## config.mk

```make
export PLATFORM = sky130hd
export DESIGN_NAME = dld_lead_ctrl
export DESIGN_NICKNAME = d
export VERILOG_FILES = /design/src/verilog/dld_pkg.sv /design/src/verilog/dld_lead_ctrl.sv
export VERILOG_INCLUDE_DIRS = /design/src /design/src/verilog
export SDC_FILE = /design/constraint.sdc
export NUM_CORES = 1
export LEC_CHECK = 0
export BUFFER_PORTS_ARGS = -buffer_cell sky130_fd_sc_hd__buf_4
export CORE_ASPECT_RATIO = 2
export CORE_MARGIN = 5
export CORE_UTILIZATION = 25
export DETAILED_ROUTE_END_ITERATION = 8
export GPL_ROUTABILITY_DRIVEN = 0
export PLACE_DENSITY = 0.44
export SLEW_MARGIN = 10
export SYNTH_ARGS = -nofsm -noshare
export SYNTH_HDL_FRONTEND = slang
export SYNTH_SLANG_ARGS = --single-unit
export TNS_END_PERCENT = 10
```

## constraint.sdc

```tcl
create_clock -name clk -period 5.2 [get_ports clk]
set_input_delay 0.26 -clock clk [delete_from_list [all_inputs] [get_ports clk]]
set_output_delay 0.26 -clock clk [all_outputs]
set_load 0.05 [all_outputs]
```

## src/verilog/dld_defs.svh

```systemverilog
// dld_defs.svh: offsets, reset values and timing figures of the
// terminal control-lead block.
// assumes: included by bare name from the design file and the bench.
`ifndef DLD_DEFS_SVH
`define DLD_DEFS_SVH
// ----------------------------------------------------------------------------
// register offsets
// ----------------------------------------------------------------------------
`define DLD_OFF_CFG 4'h0
`define DLD_OFF_RATE 4'h4
`define DLD_OFF_STAT 4'h8
// ----------------------------------------------------------------------------
// reset values
// ----------------------------------------------------------------------------
`define DLD_CFG_RST 16'h0041
`define DLD_RATE_RST 4'h6
// ----------------------------------------------------------------------------
// timing figures
// ----------------------------------------------------------------------------
`define DLD_CLK_NS 25
`define DLD_SHORT_HI_US 1100
`define DLD_SHORT_MID_US 1500
`define DLD_SHORT_48_US 1900
`define DLD_SHORT_24_US 3800
`define DLD_LONG_ADD_US 15000
`define DLD_SEC_NS 1000000000
`define DLD_DISC_S 5
`define DLD_AS_10_S 6'h0a
`define DLD_AS_30_S 6'h1e
`define DLD_AS_60_S 6'h3c
`endif

```

## src/verilog/dld_pkg.sv

```systemverilog
// dld_pkg.sv: types shared by the terminal control-lead block.
// assumes: dld_defs.svh is on the include path.
package dld_pkg;
  typedef enum logic [2:0] {
    DLD_CTS_FORCED, DLD_CTS_TRACK_REQ, DLD_CTS_TRACK_CD, DLD_CTS_TRACK_BOTH,
    DLD_CTS_DROP_DISC
  } dld_cts_mode_t;
  typedef enum logic [2:0] {
    DLD_FR_NONE, DLD_FR_AT, DLD_FR_V25_SYNC, DLD_FR_BISYNC, DLD_FR_ASYNC
  } dld_framing_t;
  // configuration word, msb first
  typedef struct packed {
    logic [1:0] spare;
    logic [1:0] cmd_set;
    logic [1:0] anti_stream;
    logic delay_long;
    logic [2:0] cts_mode;
    logic clk_master;
    logic tx_ext;
    logic [1:0] char_len;
    logic async_fmt;
    logic conn_v35;
  } dld_cfg_t;
  // register port request
  typedef struct packed {
    logic [3:0] addr;
    logic [15:0] wdata;
    logic wr;
    logic rd;
  } dld_req_t;
  // lead and framing outputs toward the terminal interface
  typedef struct packed {
    logic cts;
    logic tx_forward;
    logic rx_deliver;
    logic tx_strobe;
    logic ext_master_ref;
    logic conn_v35;
    logic async_fmt;
    logic [3:0] char_bits;
    dld_framing_t framing;
  } dld_lead_t;
endpackage

```

## src/verilog/dld_lead_ctrl.sv

```systemverilog
// dld_lead_ctrl.sv: terminal-side lead control of a data service unit:
// clear-to-send generation, anti-stream cutoff, transmit clock choice and framing.
// assumes: request_to_send_lead, carrier_detect_lead and external_tx_timing come
// from the terminal pins asynchronously; the other inputs are on clk.
`include "dld_defs.svh"
module dld_lead_ctrl #(
  parameter int unsigned SHORT_HI_CYC = (`DLD_SHORT_HI_US * 1000) / `DLD_CLK_NS,
  parameter int unsigned SHORT_MID_CYC = (`DLD_SHORT_MID_US * 1000) / `DLD_CLK_NS,
  parameter int unsigned SHORT_48_CYC = (`DLD_SHORT_48_US * 1000) / `DLD_CLK_NS,
  parameter int unsigned SHORT_24_CYC = (`DLD_SHORT_24_US * 1000) / `DLD_CLK_NS,
  parameter int unsigned LONG_ADD_CYC = (`DLD_LONG_ADD_US * 1000) / `DLD_CLK_NS,
  parameter int unsigned SEC_CYC = `DLD_SEC_NS / `DLD_CLK_NS,
  parameter int unsigned DISC_CYC = `DLD_DISC_S * (`DLD_SEC_NS / `DLD_CLK_NS)
) (
  input wire logic clk,
  input wire logic rst,
  input wire dld_pkg::dld_req_t req,
  output logic [15:0] rdata,
  input wire logic request_to_send_lead,
  input wire logic carrier_detect_lead,
  input wire logic external_tx_timing,
  input wire logic int_tx_tick,
  input wire logic can_pass,
  input wire logic carrier_loss_event,
  input wire logic switched_digital_mode,
  input wire logic cmd_mode,
  output dld_pkg::dld_lead_t lead
);
  import dld_pkg::*;

  // --------------------------------------------------------------------------
  // registers
  // --------------------------------------------------------------------------
  dld_cfg_t cfg;
  logic [3:0] rate;
  wire logic wr_cfg = req.wr && (req.addr == `DLD_OFF_CFG);
  wire logic wr_rate = req.wr && (req.addr == `DLD_OFF_RATE);

  // options land at the next edge, so the lead never sees half a write
  always_ff @(posedge clk) begin
    if (rst) begin
      cfg <= dld_cfg_t'(`DLD_CFG_RST);
      rate <= `DLD_RATE_RST;
    end else begin
      if (wr_cfg) begin
        cfg <= dld_cfg_t'(req.wdata);
      end
      if (wr_rate) begin
        rate <= req.wdata[3:0];
      end
    end
  end

  // --------------------------------------------------------------------------
  // pin synchronisers
  // --------------------------------------------------------------------------
  logic [1:0] rts_sy;
  logic [1:0] cd_sy;
  logic [2:0] etc_sy;
  always_ff @(posedge clk) begin
    if (rst) begin
      rts_sy <= 2'h0;
      cd_sy <= 2'h0;
      etc_sy <= 3'h0;
    end else begin
      rts_sy <= {rts_sy[0], request_to_send_lead};
      cd_sy <= {cd_sy[0], carrier_detect_lead};
      etc_sy <= {etc_sy[1:0], external_tx_timing};
    end
  end
  wire logic rts_s = rts_sy[1];
  wire logic cd_s = cd_sy[1];
  logic rts_d;
  always_ff @(posedge clk) begin
    if (rst) begin
      rts_d <= 1'b0;
    end else begin
      rts_d <= rts_s;
    end
  end
  wire logic rts_rise = rts_s && !rts_d;
  // etc_sy[0] is only read by etc_sy[1]; edges are found on the later stages
  wire logic ext_rise = etc_sy[1] && !etc_sy[2];

  // --------------------------------------------------------------------------
  // request-to-send delay
  // --------------------------------------------------------------------------
  // rate codes: 0=2.4k 1=4.8k 2=9.6k 3=19.2k 4=38.4k 5=56k 6=64k.
  // nominal figures are used; a secondary channel only widens the allowed
  // maximum, so no extra wait is added for it
  function automatic logic [19:0] dly_target(input logic [3:0] r, input logic lng);
    logic [19:0] base;
    base = 20'(SHORT_HI_CYC);
    case (r)
      4'h0: base = 20'(SHORT_24_CYC);
      4'h1: base = 20'(SHORT_48_CYC);
      4'h2, 4'h3, 4'h4: base = 20'(SHORT_MID_CYC);
      default: base = 20'(SHORT_HI_CYC);
    endcase
    return lng ? 20'(base + 20'(LONG_ADD_CYC)) : base;
  endfunction

  wire logic [19:0] dly_tgt = dly_target(rate, cfg.delay_long);
  logic [19:0] dly_cnt;
  wire logic rts_ok = rts_s && (dly_cnt >= dly_tgt);
  always_ff @(posedge clk) begin
    if (rst || !rts_s) begin
      dly_cnt <= 20'h0;
    end else if (dly_cnt < dly_tgt) begin
      dly_cnt <= dly_cnt + 20'h1;
    end
  end

  // --------------------------------------------------------------------------
  // disconnect hold-off
  // --------------------------------------------------------------------------
  logic [27:0] disc_cnt;
  wire logic disc_hold = (disc_cnt != 28'h0);
  always_ff @(posedge clk) begin
    if (rst) begin
      disc_cnt <= 28'h0;
    end else if (carrier_loss_event && switched_digital_mode) begin
      disc_cnt <= 28'(DISC_CYC);
    end else if (disc_hold) begin
      disc_cnt <= disc_cnt - 28'h1;
    end
  end

  // --------------------------------------------------------------------------
  // anti-stream timer
  // --------------------------------------------------------------------------
  logic [25:0] sub_cnt;
  logic [5:0] as_sec;
  logic stream_block;
  wire logic sec_tick = (sub_cnt == 26'(SEC_CYC - 1));
  wire logic [5:0] as_limit = (cfg.anti_stream == 2'h1) ? `DLD_AS_10_S :
                              (cfg.anti_stream == 2'h2) ? `DLD_AS_30_S :
                              (cfg.anti_stream == 2'h3) ? `DLD_AS_60_S : 6'h0;
  wire logic as_expire = (as_limit != 6'h0) && (as_sec >= as_limit);
  always_ff @(posedge clk) begin
    if (rst || !rts_s || rts_rise) begin
      sub_cnt <= 26'h0;
      as_sec <= 6'h0;
    end else begin
      sub_cnt <= sec_tick ? 26'h0 : sub_cnt + 26'h1;
      if (sec_tick && as_sec != 6'h3f) begin
        as_sec <= as_sec + 6'h1;
      end
    end
  end
  // blocking lasts until the terminal drops its request
  always_ff @(posedge clk) begin
    if (rst || !rts_s) begin
      stream_block <= 1'b0;
    end else if (as_expire) begin
      stream_block <= 1'b1;
    end
  end

  // --------------------------------------------------------------------------
  // clear-to-send selection
  // --------------------------------------------------------------------------
  dld_cts_mode_t mode;
  logic next_cts;
  assign mode = dld_cts_mode_t'(cfg.cts_mode);
  always_comb begin
    case (mode)
      DLD_CTS_FORCED: next_cts = 1'b1;
      DLD_CTS_TRACK_REQ: next_cts = rts_ok && can_pass;
      DLD_CTS_TRACK_CD: next_cts = cd_s && can_pass;
      DLD_CTS_TRACK_BOTH: next_cts = rts_ok && cd_s && can_pass;
      DLD_CTS_DROP_DISC: next_cts = !disc_hold;
      default: next_cts = 1'b1;
    endcase
  end

  // in track-both mode data keeps flowing after carrier loss while the
  // request stays up, even though the lead has dropped
  logic next_fwd;
  always_comb begin
    if (mode == DLD_CTS_TRACK_BOTH) begin
      next_fwd = rts_ok && can_pass && !stream_block;
    end else begin
      next_fwd = next_cts && !stream_block;
    end
  end

  // --------------------------------------------------------------------------
  // transmit clock and framing
  // --------------------------------------------------------------------------
  wire logic next_strobe = cfg.tx_ext ? ext_rise : int_tx_tick;
  wire logic next_ext_ref = cfg.tx_ext && cfg.clk_master;
  wire logic [3:0] char_bits = (cfg.char_len == 2'h0) ? 4'h9 :
                               (cfg.char_len == 2'h1) ? 4'ha : 4'hb;
  dld_framing_t next_framing;
  always_comb begin
    next_framing = DLD_FR_NONE;
    if (cmd_mode) begin
      case (cfg.cmd_set)
        2'h0: next_framing = DLD_FR_AT;
        2'h1: next_framing = DLD_FR_V25_SYNC;
        2'h2: next_framing = cfg.async_fmt ? DLD_FR_ASYNC : DLD_FR_BISYNC;
        default: next_framing = DLD_FR_NONE;
      endcase
    end
  end

  // --------------------------------------------------------------------------
  // registered outputs
  // --------------------------------------------------------------------------
  always_ff @(posedge clk) begin
    if (rst) begin
      lead <= '0;
    end else begin
      lead.cts <= next_cts;
      lead.tx_forward <= next_fwd;
      lead.rx_deliver <= 1'b1;
      lead.tx_strobe <= next_strobe;
      lead.ext_master_ref <= next_ext_ref;
      lead.conn_v35 <= cfg.conn_v35;
      lead.async_fmt <= cfg.async_fmt;
      lead.char_bits <= cfg.async_fmt ? char_bits : 4'h0;
      lead.framing <= next_framing;
    end
  end

  // --------------------------------------------------------------------------
  // register read port
  // --------------------------------------------------------------------------
  wire logic [15:0] stat_word = {disc_hold, stream_block, rts_ok, cd_s, rts_s,
                                 lead.cts, as_sec, 4'h0};
  wire logic [15:0] next_rdata = (req.addr == `DLD_OFF_CFG) ? 16'(cfg) :
                                 (req.addr == `DLD_OFF_RATE) ? {12'h0, rate} :
                                 (req.addr == `DLD_OFF_STAT) ? stat_word : 16'h0;
  always_ff @(posedge clk) begin
    if (rst) begin
      rdata <= 16'h0;
    end else begin
      rdata <= req.rd ? next_rdata : 16'h0;
    end
  end
endmodule

```

==> results.ini <==
[placed_design]
place_area_um2=7030
place_ws_ns=1.36
port_buffers=60
dp_hpwl_mm=10.8

[worst_hold_path]
holdPathStages=2
hp-class=in2reg
hold_end=etc_sy[0]$_SDFF_PP0_
hp-start=external_tx_timing

[clock_network]
clk_pin_slew_worst_paths_ns=0.06
postCtsHoldBufs=0
clock_path_buffers=2
clock_latency_ns=0.42
cts_root_buf=clkbuf_16
numClockSinks=138
cts_buffers=17
h-tree-depth=4
ctsResizeCount=0
cts_tree=yes
post_cts_buffers=0

[layout]
fin_area_um2=7620
fillCellCount=2702
fin_util_pct=30.7
finalNetCount=831
diodes=0
syn2layout_area_growth_pct=22.0
mostFrequentLayoutCell=dfxtp_1
layout-drive-gt1-share_pct=14.0
final_cell_mix=138 x dfxtp_1, 104 x nor2_1, 74 x nand2_1

[setup_path]
r2r_start=rate[3]$_SDFFE_PP0P_
r2r_setup_slack_ns=1.31
rr_endpoint=dly_cnt[5]$_SDFFE_PP0P_
required_ns=5.49
worst-path-max-fanout=8
max_stage_delay_ns=0.94
reg2reg_depth=13
critPathCaptureType=register
path_cells=nor3_1 -> nand2b_1 -> o21ai_0 -> ha_1 -> nand2_1 -> xnor2_1 -> ha_1 -> a21oi_1 -> o21ai_0 -> a2111oi_2 -> nand3_1 -> xnor2_1 -> nor2_1
crit_type=reg2reg
critPathLaunchType=register
crit_arrival_ns=4.17
crit_path_top_delay_cell=a2111oi_2

[die]
row_count=82
core_area_um2=24800
die-width_um=122
ios=62
initial_utilization_pct=25.2
die-area_um2=28500
dieHeight_um=234

[detailed_routing]
firstDrtPassIters=4
num_vias=5076
drc=0
post_drt_wl_per_cell_um=13.4
antenna_left=0
drt_iter0_drc=261
wl_mm=15.0
via_per_inst=4.53

[timing]
fmax_mhz=257
finalMaxSlewViolations=0
tightest_slew_ns=1.11
rsz0062_at_grt=false
timing.final.ws_setup_ns=1.31
fin_crit_sh_pct=74.8
skew_ns=0.00816
hold_violations=0
fin_setup_tns_ns=0
holdWs_ns=0.0538
relSlewSlack_pct=25.9
setup_viol=0
layout_min_cycle_time_ns=3.89

[synth]
synth_edf_count=0
synth_area_um2=6250
syn_inst=714
ys_async_sr_fraction_pct=0
ys_seq_elements=138
seq_area_frac_synth_pct=44.2
syn_area_per_cell_um2=8.75
synth_fp_nets=774
synth_cell_type_count=63
yosysWarnings=0
ys.flop_type=dfxtp_1

[global_route]
grt_overflow=0
use_met2_pct=17.4
grtUsageMet3_pct=2.69
grt_usage_pct=11.2
grt_pass1_vias=5042
grt_max_degree=40
grt_pass1_wl_mm=25.5
use_met1_pct=14.8
grt_busiest_layer=met2
antenna_found_initial=0

[flow_run]
cap_violations=0

[status]
status=finished clean

[power_and_ir_drop]
ir_drop_mv=0.203
p_per_area_nw_per_um2=354
power_leakage_nw=2.79

## power breakdown
| group | switching (W) | internal, W |
|---|---|---|
| sequential | 0.0000463 | 0.00110 |
| clock | 0.000471 | 0.000743 |
| combinational | 0.000186 | 0.000149 |
## state kept, by name, summed over array words and instances (netlist names), 2 cells and up
| name | flops |
|---|---|
| cd_sy | 2 |
| rate | 4 |
| disc_cnt | 28 |
| dly_cnt | 20 |
| mode | 3 |
| lead | 13 |
| sub_cnt | 26 |
| rts_sy | 2 |
| cfg | 13 |
| etc_sy | 3 |
| rdata | 16 |
| as_sec | 6 |
## metrics by stage
step	power, W	cells
after detailed placement	0.00151	1088
after floorplan	0.00143	714
final	0.00270	1120
after global placement	0.00151	1088
after CTS	0.00274	1120
after global routing	0.00283	1120
## how the worst max path moves through the flow
stage	startpoint	to	slack [ns]	cells after the start
finish	rate[3]$_SDFFE_PP0P_	dly_cnt[5]$_SDFFE_PP0P_	1.31	13
global placement	rate[3]$_SDFFE_PP0P_	dly_cnt[19]$_SDFFE_PP0P_	1.46	13
detailed placement	rate[3]$_SDFFE_PP0P_	dly_cnt[5]$_SDFFE_PP0P_	1.36	13
CTS	rate[3]$_SDFFE_PP0P_	dly_cnt[5]$_SDFFE_PP0P_	1.32	13
floorplan	rate[2]$_SDFFE_PP1P_	dly_cnt[13]$_SDFFE_PP0P_	1.95	14
global route	rate[3]$_SDFFE_PP0P_	dly_cnt[19]$_SDFFE_PP0P_	0.90	13
## synth_stat cells, drive strengths merged, types with 13 or more instances
master | instances | area, µm²
nand3 | 38 | 190
xnor2 | 38 | 333
nand2 | 74 | 278
clkbuf | 17 | 63.8
nor4 | 13 | 100
nor3 | 18 | 95.1
nor2 | 105 | 397
a21oi | 47 | 235
inv | 23 | 86.3
ha | 28 | 350
dfxtp | 138 | 2760
a22oi | 15 | 113
nand4 | 20 | 125
xor2 | 35 | 307
## critical path, delay by kind of cell (launching register included)
kind	cells	cell delay (ns)
AND/OR/NAND/NOR	5	1.06
adder cells (fa/ha/maj)	2	0.55
AO/OA/AOI/OAI	4	1.44
flip-flops	1	0.36
XOR/XNOR	2	0.33
## area by class of cell
type	instances	area [µm²]	area share [%]
clock inverters	10	118	1.54
repair buffers	61	458	6.01
well taps	336	420	5.51
inverters	24	90.1	1.18
clock buffers	22	474	6.22
flip-flops and latches	138	2760	36.2
multi-input cells	529	3300	43.3
## cells by family after synthesis
logic type / share of synthesized area (%)
adders and majority gates: 5.61
DFF: 44.2
xor gates and xnor gates: 10.2
buffers and inverters: 3.06
other: 0.120
muxes: 0.821
AOI/OAI and AO/OA: 9.31
and+or+nand+nor: 26.6
## metal layers
metal  up-vias  routed length, µm  share of wire, %
li1       2581                  -                 -
met1      2382               7290                49
met2        88               6680                45
met3        25                736               4.9
met4         0                293               2.0
met5         -                  0                 0
No activity file was read; power rests on OpenSTA's default activity.
